$ cat src/rtl/pdi_params.svh
// Constants of the process and diagnostic interrupt unit.
// Assumes inclusion by bare name from rtl files only.
// Summary of operation
// - Bytes 8 and 9 flag input edges
// - Byte 10 holds counter 0 and 1 events
// - Byte 11 holds counter 2 events, rest reserved
// - Frequency mode flags integration end per channel
// - Report carries module base address and event word
// - Diagnostics need technology function and combined setting
// - Parameter record 7Fh sets global diagnostic enable
// - Repeat event during service raises incoming diagnostic
// - Incoming diagnostic preempts running process service
// - Queued diagnostics first in order, then process
// - Held channel discards further process requests
// - Finished triggering process raises outgoing diagnostic
// - Events between incoming and outgoing are dropped
// - Fault indicator lit from first incoming to last outgoing
// - Each diagnostic dispatch writes one buffer entry
// - Record 0 ready before diagnostic handler starts
// - Last diagnostic event and record 1 stay readable
// - Byte 0 flags channel error only, failure and external bits stay 0
// - Byte 1 gives class and channel info flag
// - Byte 2 zero, byte 3 bit 6 lost
// - Process report needs output enable and combined setting
// - Pulse width modulation gives no process reports
`ifndef PDI_PARAMS_SVH
`define PDI_PARAMS_SVH
`define PDI_REC_ERR 3'h0
`define PDI_REC_CLASS 3'h1
`define PDI_REC_ZERO 3'h2
`define PDI_REC_LOST 3'h3
`define PDI_REC1_TYPE 3'h4
`define PDI_REC1_BITS 3'h5
`define PDI_REC1_CHANS 3'h6
`define PDI_REC1_GROUP 3'h7
`define PDI_B0_FAIL 0
`define PDI_B0_EXT 2
`define PDI_B0_CHERR 3
`define PDI_B1_CHINFO 4
`define PDI_B3_LOST 6
`define PDI_CLASS_DIGITAL 4'hf
`define PDI_CH_TYPE 8'h70
`define PDI_DIAG_BITS 8'h08
`define PDI_CH_COUNT 8'h08
`define PDI_PARAM_GLOBAL_DIAG 8'h7f
`define PDI_RSV_COUNT 32'hf000_0000
`define PDI_RSV_FREQ 32'hfeee_0000
`define PDI_QDEPTH 16
`endif

$ cat src/rtl/pdi_pkg.sv
// Types and shared decoding of the interrupt unit.
// Assumes nothing of its surroundings.
package pdi_pkg;
    typedef enum logic [1:0] {
        MODE_NONE = 2'h0,
        MODE_COUNT = 2'h1,
        MODE_FREQ = 2'h2,
        MODE_PWM = 2'h3
    } mode_e;
    typedef enum logic [2:0] {
        ST_IDLE = 3'h1,
        ST_PROC = 3'h2,
        ST_DIAG = 3'h4
    } state_e;
    typedef struct packed {
        logic outg;
        logic [2:0] chan;
    } qent_s;
    // Channel k owns event word bits 4k..4k+3
    function automatic logic [6:0] chanOf(input logic [31:0] w);
        logic [6:0] c;
        c = '0;
        for (int k = 0; k < 7; k++) begin
            c[k] = |w[4*k +: 4];
        end
        return c;
    endfunction
    function automatic logic [31:0] bitsOf(input logic [6:0] c);
        logic [31:0] w;
        w = '0;
        for (int k = 0; k < 7; k++) begin
            w[4*k +: 4] = {4{c[k]}};
        end
        return w;
    endfunction
endpackage

$ cat src/rtl/evt_if.sv
// Event word path from the mapper to the interrupt core.
// Assumes one clock for both ends.
interface evt_if;
    logic [31:0] word;
    logic [6:0] hit;
    modport src (output word, output hit);
    modport snk (input word, input hit);
endinterface

$ cat src/rtl/process_event_mapper.sv
// Builds the event word from pins and technology events.
// Assumes inPins asynchronous, other events on clk.
`include "pdi_params.svh"
module process_event_mapper (
    input wire logic clk, // System clock
    input wire logic arst_n, // Async reset
    input wire logic [15:0] inPins, // Digital inputs 0.0..1.7
    input wire logic [11:0] ctrEvt, // Counter event pulses
    input wire logic [2:0] freqEnd, // Integration end pulses
    input wire pdi_pkg::mode_e techMode, // Technology function
    evt_if.src ev // Event word out
);
    import pdi_pkg::*;
    logic [15:0] sync1Q, sync2Q, prevQ;
    logic [31:0] wordQ, word_d;

    always_comb begin
        logic [15:0] edges;
        edges = sync2Q ^ prevQ;
        case (techMode)
            MODE_COUNT: word_d = {4'h0, ctrEvt, edges};
            MODE_FREQ: word_d = {7'h0, freqEnd[2], 3'h0, freqEnd[1],
                3'h0, freqEnd[0], edges};
            default: word_d = '0;
        endcase
    end

    always_ff @(posedge clk or negedge arst_n) begin
        if (!arst_n) begin
            sync1Q <= '0;
            sync2Q <= '0;
            prevQ <= '0;
            wordQ <= '0;
        end else begin
            sync1Q <= inPins;
            sync2Q <= sync1Q;
            prevQ <= sync2Q;
            wordQ <= word_d;
        end
    end

    assign ev.word = wordQ;
    assign ev.hit = chanOf(wordQ);
endmodule // process_event_mapper

$ cat src/rtl/process_diag_interrupt_unit.sv
// Process and diagnostic interrupt unit: escalation, queue, record.
// Assumes CPU handlers acknowledge by procDone and diagDone pulses.
`include "pdi_params.svh"
module process_diag_interrupt_unit (
    input wire logic clk, // System clock
    input wire logic arst_n, // Async reset
    input wire logic [15:0] inPins, // Digital inputs 0.0..1.7
    input wire logic [11:0] ctrEvt, // Counter events, 4 per counter
    input wire logic [2:0] freqEnd, // Integration end per channel
    input wire pdi_pkg::mode_e techMode, // Technology function
    input wire logic diagProcCfg, // Diagnostics+process setting
    input wire logic counterOutEn, // Counter output enabled
    input wire logic paramWr, // Parameter record write
    input wire logic [7:0] paramIdx, // Parameter record number
    input wire logic [7:0] paramData, // Parameter record data
    input wire logic [15:0] baseAddr, // Module base address
    input wire logic procDone, // Process handler finished
    input wire logic diagDone, // Diagnostic handler finished
    input wire logic [2:0] rdIdx, // Record byte select
    output logic procIrq, // Process handler request
    output logic [31:0] eventWord, // Event double word
    output logic [15:0] eventBase, // Base address word
    output logic diagIrq, // Diagnostic handler request
    output logic [31:0] diagRecord, // Record 0, byte 0 low
    output logic faultLed, // System fault indicator
    output logic bufWr, // Diagnostic buffer write
    output logic [31:0] bufEntry, // Buffer entry
    output logic [7:0] rdData // Record read data
);
    import pdi_pkg::*;

    ////////////////////////////////////////////////////////////////////
    evt_if ev();
    process_event_mapper u_map (
        .clk(clk),
        .arst_n(arst_n),
        .inPins(inPins),
        .ctrEvt(ctrEvt),
        .freqEnd(freqEnd),
        .techMode(techMode),
        .ev(ev)
    );

    function automatic logic [2:0] lowIdx(input logic [6:0] m);
        logic [2:0] r;
        r = 3'h0;
        for (int k = 6; k >= 0; k--) begin
            if (m[k]) begin
                r = 3'(k);
            end
        end
        return r;
    endfunction

    function automatic logic [31:0] mkRec(input logic chErr,
                                          input logic lost);
        logic [31:0] r;
        r = '0;
        r[`PDI_B0_CHERR] = chErr;
        r[11:8] = `PDI_CLASS_DIGITAL;
        r[8 + `PDI_B1_CHINFO] = 1'b1;
        r[24 + `PDI_B3_LOST] = lost;
        return r;
    endfunction

    ////////////////////////////////////////////////////////////////////
    state_e state_q, state_d;
    logic procIrqQ, procIrq_d, diagIrqQ, diagIrq_d;
    logic globQ, glob_d, faultQ, fault_d, bufWrQ, bufWr_d;
    logic [31:0] wordQ, word_d, pendQ, pend_d, recQ, rec_d;
    logic [31:0] bufEntQ, bufEnt_d;
    logic [15:0] baseQ, base_d;
    logic [6:0] procChQ, procCh_d, holdQ, hold_d, incQ, inc_d;
    logic [6:0] outQ, out_d, trigQ, trig_d, grpQ, grp_d;
    logic [7:0] rdQ_data, rdData_d;
    qent_s qMem [`PDI_QDEPTH];
    logic [3:0] wrQ, wr_d, rdQ, rd_d;
    logic [4:0] cntQ, cnt_d;
    logic push;
    qent_s pushEnt, cur;
    logic procEn, diagEn;
    logic [6:0] hitG, dropCh, repCh, keepCh;
    logic [31:0] keepBits;

    assign procEn = counterOutEn && diagProcCfg
        && (techMode == MODE_COUNT || techMode == MODE_FREQ);
    assign diagEn = techMode != MODE_NONE && diagProcCfg && globQ;
    assign hitG = procEn ? ev.hit : 7'h0;
    assign dropCh = hitG & holdQ;
    assign repCh = hitG & ~holdQ & procChQ & {7{procIrqQ}};
    // A repeat is never kept: escalated or, with diagnostics off, lost
    assign keepCh = hitG & ~dropCh & ~repCh;
    assign keepBits = ev.word & bitsOf(keepCh);
    assign cur = qMem[rdQ];

    ////////////////////////////////////////////////////////////////////
    always_comb begin
        state_d = state_q;
        procIrq_d = procIrqQ;
        diagIrq_d = diagIrqQ;
        word_d = wordQ;
        base_d = baseQ;
        procCh_d = procChQ;
        pend_d = pendQ | keepBits;
        hold_d = holdQ;
        inc_d = incQ;
        out_d = outQ;
        trig_d = trigQ;
        rec_d = recQ;
        grp_d = grpQ;
        bufWr_d = 1'b0;
        bufEnt_d = bufEntQ;
        glob_d = globQ;
        wr_d = wrQ;
        rd_d = rdQ;
        cnt_d = cntQ;
        push = 1'b0;
        pushEnt = '0;
        if (paramWr && paramIdx == `PDI_PARAM_GLOBAL_DIAG) begin
            glob_d = paramData[0];
        end
        if (diagEn) begin
            hold_d = hold_d | repCh;
            inc_d = inc_d | repCh;
            trig_d = trig_d | repCh;
        end else if (|repCh) begin
            rec_d = mkRec(1'b1, 1'b1);
            grp_d = grp_d | repCh;
        end
        if (procDone && procIrqQ) begin
            procIrq_d = 1'b0;
            procCh_d = '0;
            out_d = out_d | trig_d;
            trig_d = '0;
        end
        if (cntQ < 5'(`PDI_QDEPTH) && |inc_d) begin
            push = 1'b1;
            pushEnt = '{outg: 1'b0, chan: lowIdx(inc_d)};
            inc_d = inc_d & ~(7'h1 << lowIdx(inc_d));
        end else if (cntQ < 5'(`PDI_QDEPTH) && |out_d) begin
            push = 1'b1;
            pushEnt = '{outg: 1'b1, chan: lowIdx(out_d)};
            out_d = out_d & ~(7'h1 << lowIdx(out_d));
        end
        case (state_q)
            ST_IDLE, ST_PROC: begin
                if (cntQ != 5'h0) begin
                    state_d = ST_DIAG;
                    diagIrq_d = 1'b1;
                    rd_d = rdQ + 4'h1;
                    cnt_d = cnt_d - 5'h1;
                    rec_d = mkRec(!cur.outg, !cur.outg);
                    bufWr_d = 1'b1;
                    bufEnt_d = {baseAddr, 4'h0, cur.outg, cur.chan,
                        rec_d[7:0]};
                    if (cur.outg) begin
                        hold_d[cur.chan] = 1'b0;
                        grp_d[cur.chan] = 1'b0;
                    end else begin
                        grp_d[cur.chan] = 1'b1;
                    end
                end else if (!procIrq_d && |pendQ) begin
                    state_d = ST_PROC;
                    procIrq_d = 1'b1;
                    word_d = pendQ;
                    base_d = baseAddr;
                    procCh_d = chanOf(pendQ);
                    pend_d = keepBits;
                end else begin
                    state_d = procIrq_d ? ST_PROC : ST_IDLE;
                end
            end
            ST_DIAG: begin
                if (diagDone) begin
                    diagIrq_d = 1'b0;
                    state_d = procIrq_d ? ST_PROC : ST_IDLE;
                end
            end
            default: state_d = ST_IDLE;
        endcase
        if (push) begin
            wr_d = wrQ + 4'h1;
            cnt_d = cnt_d + 5'h1;
        end
        fault_d = |hold_d;
    end

    always_comb begin
        case (rdIdx)
            `PDI_REC_ERR: rdData_d = recQ[7:0];
            `PDI_REC_CLASS: rdData_d = recQ[15:8];
            `PDI_REC_ZERO: rdData_d = recQ[23:16];
            `PDI_REC_LOST: rdData_d = recQ[31:24];
            `PDI_REC1_TYPE: rdData_d = `PDI_CH_TYPE;
            `PDI_REC1_BITS: rdData_d = `PDI_DIAG_BITS;
            `PDI_REC1_CHANS: rdData_d = `PDI_CH_COUNT;
            default: rdData_d = {1'b0, grpQ};
        endcase
    end

    always_ff @(posedge clk or negedge arst_n) begin
        if (!arst_n) begin
            state_q <= ST_IDLE;
            procIrqQ <= 1'b0;
            diagIrqQ <= 1'b0;
            wordQ <= '0;
            baseQ <= '0;
            procChQ <= '0;
            pendQ <= '0;
            holdQ <= '0;
            incQ <= '0;
            outQ <= '0;
            trigQ <= '0;
            recQ <= '0;
            grpQ <= '0;
            bufWrQ <= 1'b0;
            bufEntQ <= '0;
            globQ <= 1'b0;
            wrQ <= '0;
            rdQ <= '0;
            cntQ <= '0;
            faultQ <= 1'b0;
            rdQ_data <= '0;
        end else begin
            state_q <= state_d;
            procIrqQ <= procIrq_d;
            diagIrqQ <= diagIrq_d;
            wordQ <= word_d;
            baseQ <= base_d;
            procChQ <= procCh_d;
            pendQ <= pend_d;
            holdQ <= hold_d;
            incQ <= inc_d;
            outQ <= out_d;
            trigQ <= trig_d;
            recQ <= rec_d;
            grpQ <= grp_d;
            bufWrQ <= bufWr_d;
            bufEntQ <= bufEnt_d;
            globQ <= glob_d;
            wrQ <= wr_d;
            rdQ <= rd_d;
            cntQ <= cnt_d;
            faultQ <= fault_d;
            rdQ_data <= rdData_d;
        end
    end

    always_ff @(posedge clk) begin
        if (push) begin
            qMem[wrQ] <= pushEnt;
        end
    end

    assign procIrq = procIrqQ;
    assign eventWord = wordQ;
    assign eventBase = baseQ;
    assign diagIrq = diagIrqQ;
    assign diagRecord = recQ;
    assign faultLed = faultQ;
    assign bufWr = bufWrQ;
    assign bufEntry = bufEntQ;
    assign rdData = rdQ_data;
endmodule // process_diag_interrupt_unit

$ cat config.mk
export PLATFORM = sky130hd
export DESIGN_NAME = process_diag_interrupt_unit
export DESIGN_NICKNAME = d
export VERILOG_FILES = /design/src/rtl/pdi_pkg.sv /design/src/rtl/evt_if.sv /design/src/rtl/process_event_mapper.sv /design/src/rtl/process_diag_interrupt_unit.sv
export VERILOG_INCLUDE_DIRS = /design/src /design/src/rtl
export SDC_FILE = /design/constraint.sdc
export NUM_CORES = 1
export LEC_CHECK = 0
export BUFFER_PORTS_ARGS = -buffer_cell sky130_fd_sc_hd__buf_4
export CAP_MARGIN = 20
export CORE_ASPECT_RATIO = 1.5
export CORE_MARGIN = 2
export CORE_UTILIZATION = 37
export CTS_CLUSTER_DIAMETER = 100
export DETAILED_ROUTE_END_ITERATION = 10
export GPL_TIMING_DRIVEN = 0
export MAX_ROUTING_LAYER = met4
export PLACE_DENSITY = 0.54
export SLEW_MARGIN = 40
export SYNTH_ARGS = -nofsm -noshare
export SYNTH_HDL_FRONTEND = slang
export SYNTH_SLANG_ARGS = --single-unit
$ cat constraint.sdc
create_clock -name clk -period 3.8 [get_ports clk]
set_clock_uncertainty 0.15 [all_clocks]
set_input_delay 0.38 -clock clk [delete_from_list [all_inputs] [get_ports clk]]
set_output_delay 0.38 -clock clk [all_outputs]
set_load 0.01 [all_outputs]
==> impl_results.md <==
* Post-place setup slack at -0.134 ns
* Post-synth EDFFs at 64
* Combinational share of power at 26.6%
* Seq/Total Area, Yosys at 65.7%
* Non-Filler Instances at 1774
* Sequential cell area at 8730 um^2
* Max incr delay on CP at 0.59 ns
* Synth Cell Area at 13300 um^2
* TNS Setup at 0 ns
* CP max stage cell: nor3_1
* Status: completed
* Vias in the first global route at 8888
* Fin. max-slew vios at 0
* Most frequent cell after synthesis: dfrtp_1
* Final Cell Area at 17000 um^2
* GPL Wtd Cong at 0.839
* Static leakage at 7.74 nW
* Max VDD drop at 0.000345 V
* Synth top area cells: dfrtp_1 (51%), edfxtp_1 (14%), mux2_2 (3.9%)
* Top Ports at 199
* Ys Warns at 0
* Crit path kind: reg -> reg
* WP data required at 3.86 ns
* Relative slew slack at 49.3%
* Overflow after GRT at 0
* Crit Path Max Fanout at 10
* Core Box Area at 35600 um^2
* Clock tree sinks at 336
* ANT cells at 0
* Net count reported at finish at 1356
* CTS root buffer: clkbuf_16
* RSZ-0062 raised after global routing: false
* Cell area after placement at 15400 um^2
* Final HPWL DP at 22.6 mm
* DR vias at 8602
* Routed wire length per instance at 17.5 um
* Crit. End Element: flop
* Largest net degree at the start of global routing at 70
* Final worst-path cycle share at 94.7%
* DR pass1 iterations at 4
* Crit path cell chain: buf_6, nand2_1, nor3_1, a21oi_1, nand4b_1, and4bb_1, buf_4, or2_1, buf_2, nor2_1
* P&R area growth vs syn at 27.7%
* Synth cell count leaders: dfrtp_1 (271), nand2_1 (114), nor2_1 (74)
* Asr flop ratio synth at 81.0%
* Skew-Pair Late Insertion Delay at 0.58 ns
* Die Wd at 159 um
* Total GRT Usage at 17.1%
* DR DRC count at 0
* PwrDens at 637 nW/um^2
* Worst-margin pin slew at 0.755 ns
* Area of the multi-input gates at 4230 um^2
* Sequential share of power at 42.8%
* CTS Buf Count at 31
* Crit path arrival time at 3.65 ns
* Unique cell type count in the Yosys netlist at 76
* Synthesized flop and latch total at 336
* Max cap viols at 0
* Detailed Route WL at 31.0 mm
* Cell-internal power at 7.51 mW
* First-pass GRT wire length at 49.7 mm
* Full die area at 37500 um^2
* Net Sw Power at 3.31 mW
* Die Ht at 236 um
* Max frequency at 0.278 GHz
* Antenna violations before repair at 0
* Post-route minimum period at 3.60 ns
* Area leader, netlist: dfrtp_1
* CTS tree: built
* CP Launch Type: flop
* Dpl cells at 1666
* Total power at 10.8 mW
* Synth top area share at 51.0%
* Clk pin slew, worst setup/hold paths at 0.07 ns
* Initial Util at 37.3%
* Syn avg cell area at 13.4 um^2
* Top FF cell, synth: dfrtp_1
* H-tree Lvls at 1
* Final setup viols at 0
* Worst hold path type: in -> reg
* Port bufs at 174
* Fin worst setup slack at 0.203 ns
* Gate count after technology mapping at 995
* Layout cells sized above 1 at 27.9%
* Avg Vias per Cell at 4.85
* Row Count at 85
* Hold Slack at 0.0499 ns
* Sw Share at 30.6%
* Clk buf depth at 3
* Endpoints failing hold at 0
* Clock share of power at 30.6%
* Final Util at 47.6%
* # fillers at 3241
* Starting DRT DRC Count at 288
* Final ANT Viol Nets at 0
[layer usage]
layer,GRT usage (%),share of wire [%],wire length [um],up-vias
li1,-,-,-,4060
met1,19.0,38,11900,4290
met2,31.5,55,17000,196
met3,2.09,3.7,1140,56
met4,6.28,3.3,1020,0
met5,-,0,0,-
[critical path, delay by kind of cell (launching register included)]
| family | cells | cell delay [ns] |
|---|---|---|
| AOI/OAI and AO/OA | 1 | 0.29 |
| buffers and inverters | 3 | 0.50 |
| DFF | 1 | 0.37 |
| and+or+nand+nor | 6 | 1.91 |
[sequential cells by signal (all words and copies together) (netlist names), 5 cells and up]
register,cells
eventWord,28
procChQ,7
u_map.ev.word,28
incQ,7
outQ,7
qMem,64
bufEntry,21
rdData,8
holdQ,7
eventBase,16
u_map.sync2Q,16
diagRecord,32
u_map.prevQ,16
trigQ,7
grpQ,7
cntQ,5
pendQ,28
u_map.sync1Q,16
[placed cells by master (no fill, tap or decap), types with 5 or more instances in the layout]
| cell | count |
|---|---|
| conb_1 | 15 |
| a22o_1 | 27 |
| dlygate4sd3_1 | 50 |
| a22oi_1 | 6 |
| nor3_2 | 6 |
| mux2i_1 | 8 |
| mux4_2 | 20 |
| a21oi_1 | 29 |
| xnor2_1 | 25 |
| nand2b_1 | 7 |
| o21a_1 | 5 |
| nor4_1 | 15 |
| buf_1 | 10 |
| nor2_1 | 74 |
| mux2_2 | 46 |
| o21ai_0 | 17 |
| buf_2 | 6 |
| nand2_1 | 114 |
| inv_1 | 14 |
| dfrtp_1 | 271 |
| edfxtp_1 | 64 |
| clkbuf_1 | 24 |
| ha_1 | 10 |
| a31oi_1 | 8 |
| clkbuf_8 | 8 |
| nor2b_1 | 7 |
| and2_1 | 31 |
| buf_4 | 191 |
| nand3_1 | 20 |
| clkinv_2 | 6 |
| or3_1 | 7 |
| clkbuf_16 | 32 |
| nor3_1 | 13 |
| and3_1 | 13 |
[cells by family after synthesis]
kind of cell | count (synthesis) | synth area share (%)
muxes | 76 | 8.11
other | 1 | 0.0282
DFF | 336 | 65.7
AOI/OAI and AO/OA | 133 | 7.41
xor gates and xnor gates | 29 | 1.91
buffers and inverters | 73 | 2.97
and+or+nand+nor | 337 | 13.0
adders and majority gates | 10 | 0.941
[final timing paths]
kind / to / cells after the start / start / slack (ns)
worst max-delay path: qMem[0][3] / 10 / procIrq / 0.20
worst min-delay path: state_q[0] / 4 / procDone / 0.05
worst max register to register: qMem[0][3] / 10 / procIrq / 0.20
worst min register to register: u_map.sync2Q[4] / 0 / u_map.sync1Q[4] / 0.20
max in group asynchronous: state_q[0] / 5 / arst_n / 2.08
min in group asynchronous: u_map.sync1Q[11] / 2 / arst_n / 0.10
[area by class of cell]
type | count | area share (%)
plain buffers | 59 | 2.03
clock buffers | 44 | 5.34
clock inverters | 14 | 1.08
inverters | 14 | 0.310
multi-input cells | 600 | 24.9
flip-flops and latches | 336 | 51.4
well taps | 478 | 3.52
repair buffers | 229 | 11.4
[timing repair]
action,CTS,global route
hold buffers,50,0
endpoints found under the hold margin,223,0
buffers inserted,0,0
gates resized for setup,0,2
setup endpoints to repair,0,19
[power groups by stage]
stage	combinational (mW)	sequential, mW	clock, mW
finish	2.88	4.63	3.31
global placement	2.83	4.69	0
CTS	2.93	4.64	3.40
global route	3.17	4.71	3.54
detailed placement	2.88	4.71	0
floorplan	1.54	4.77	0
(Power assumes the default switching activity.)
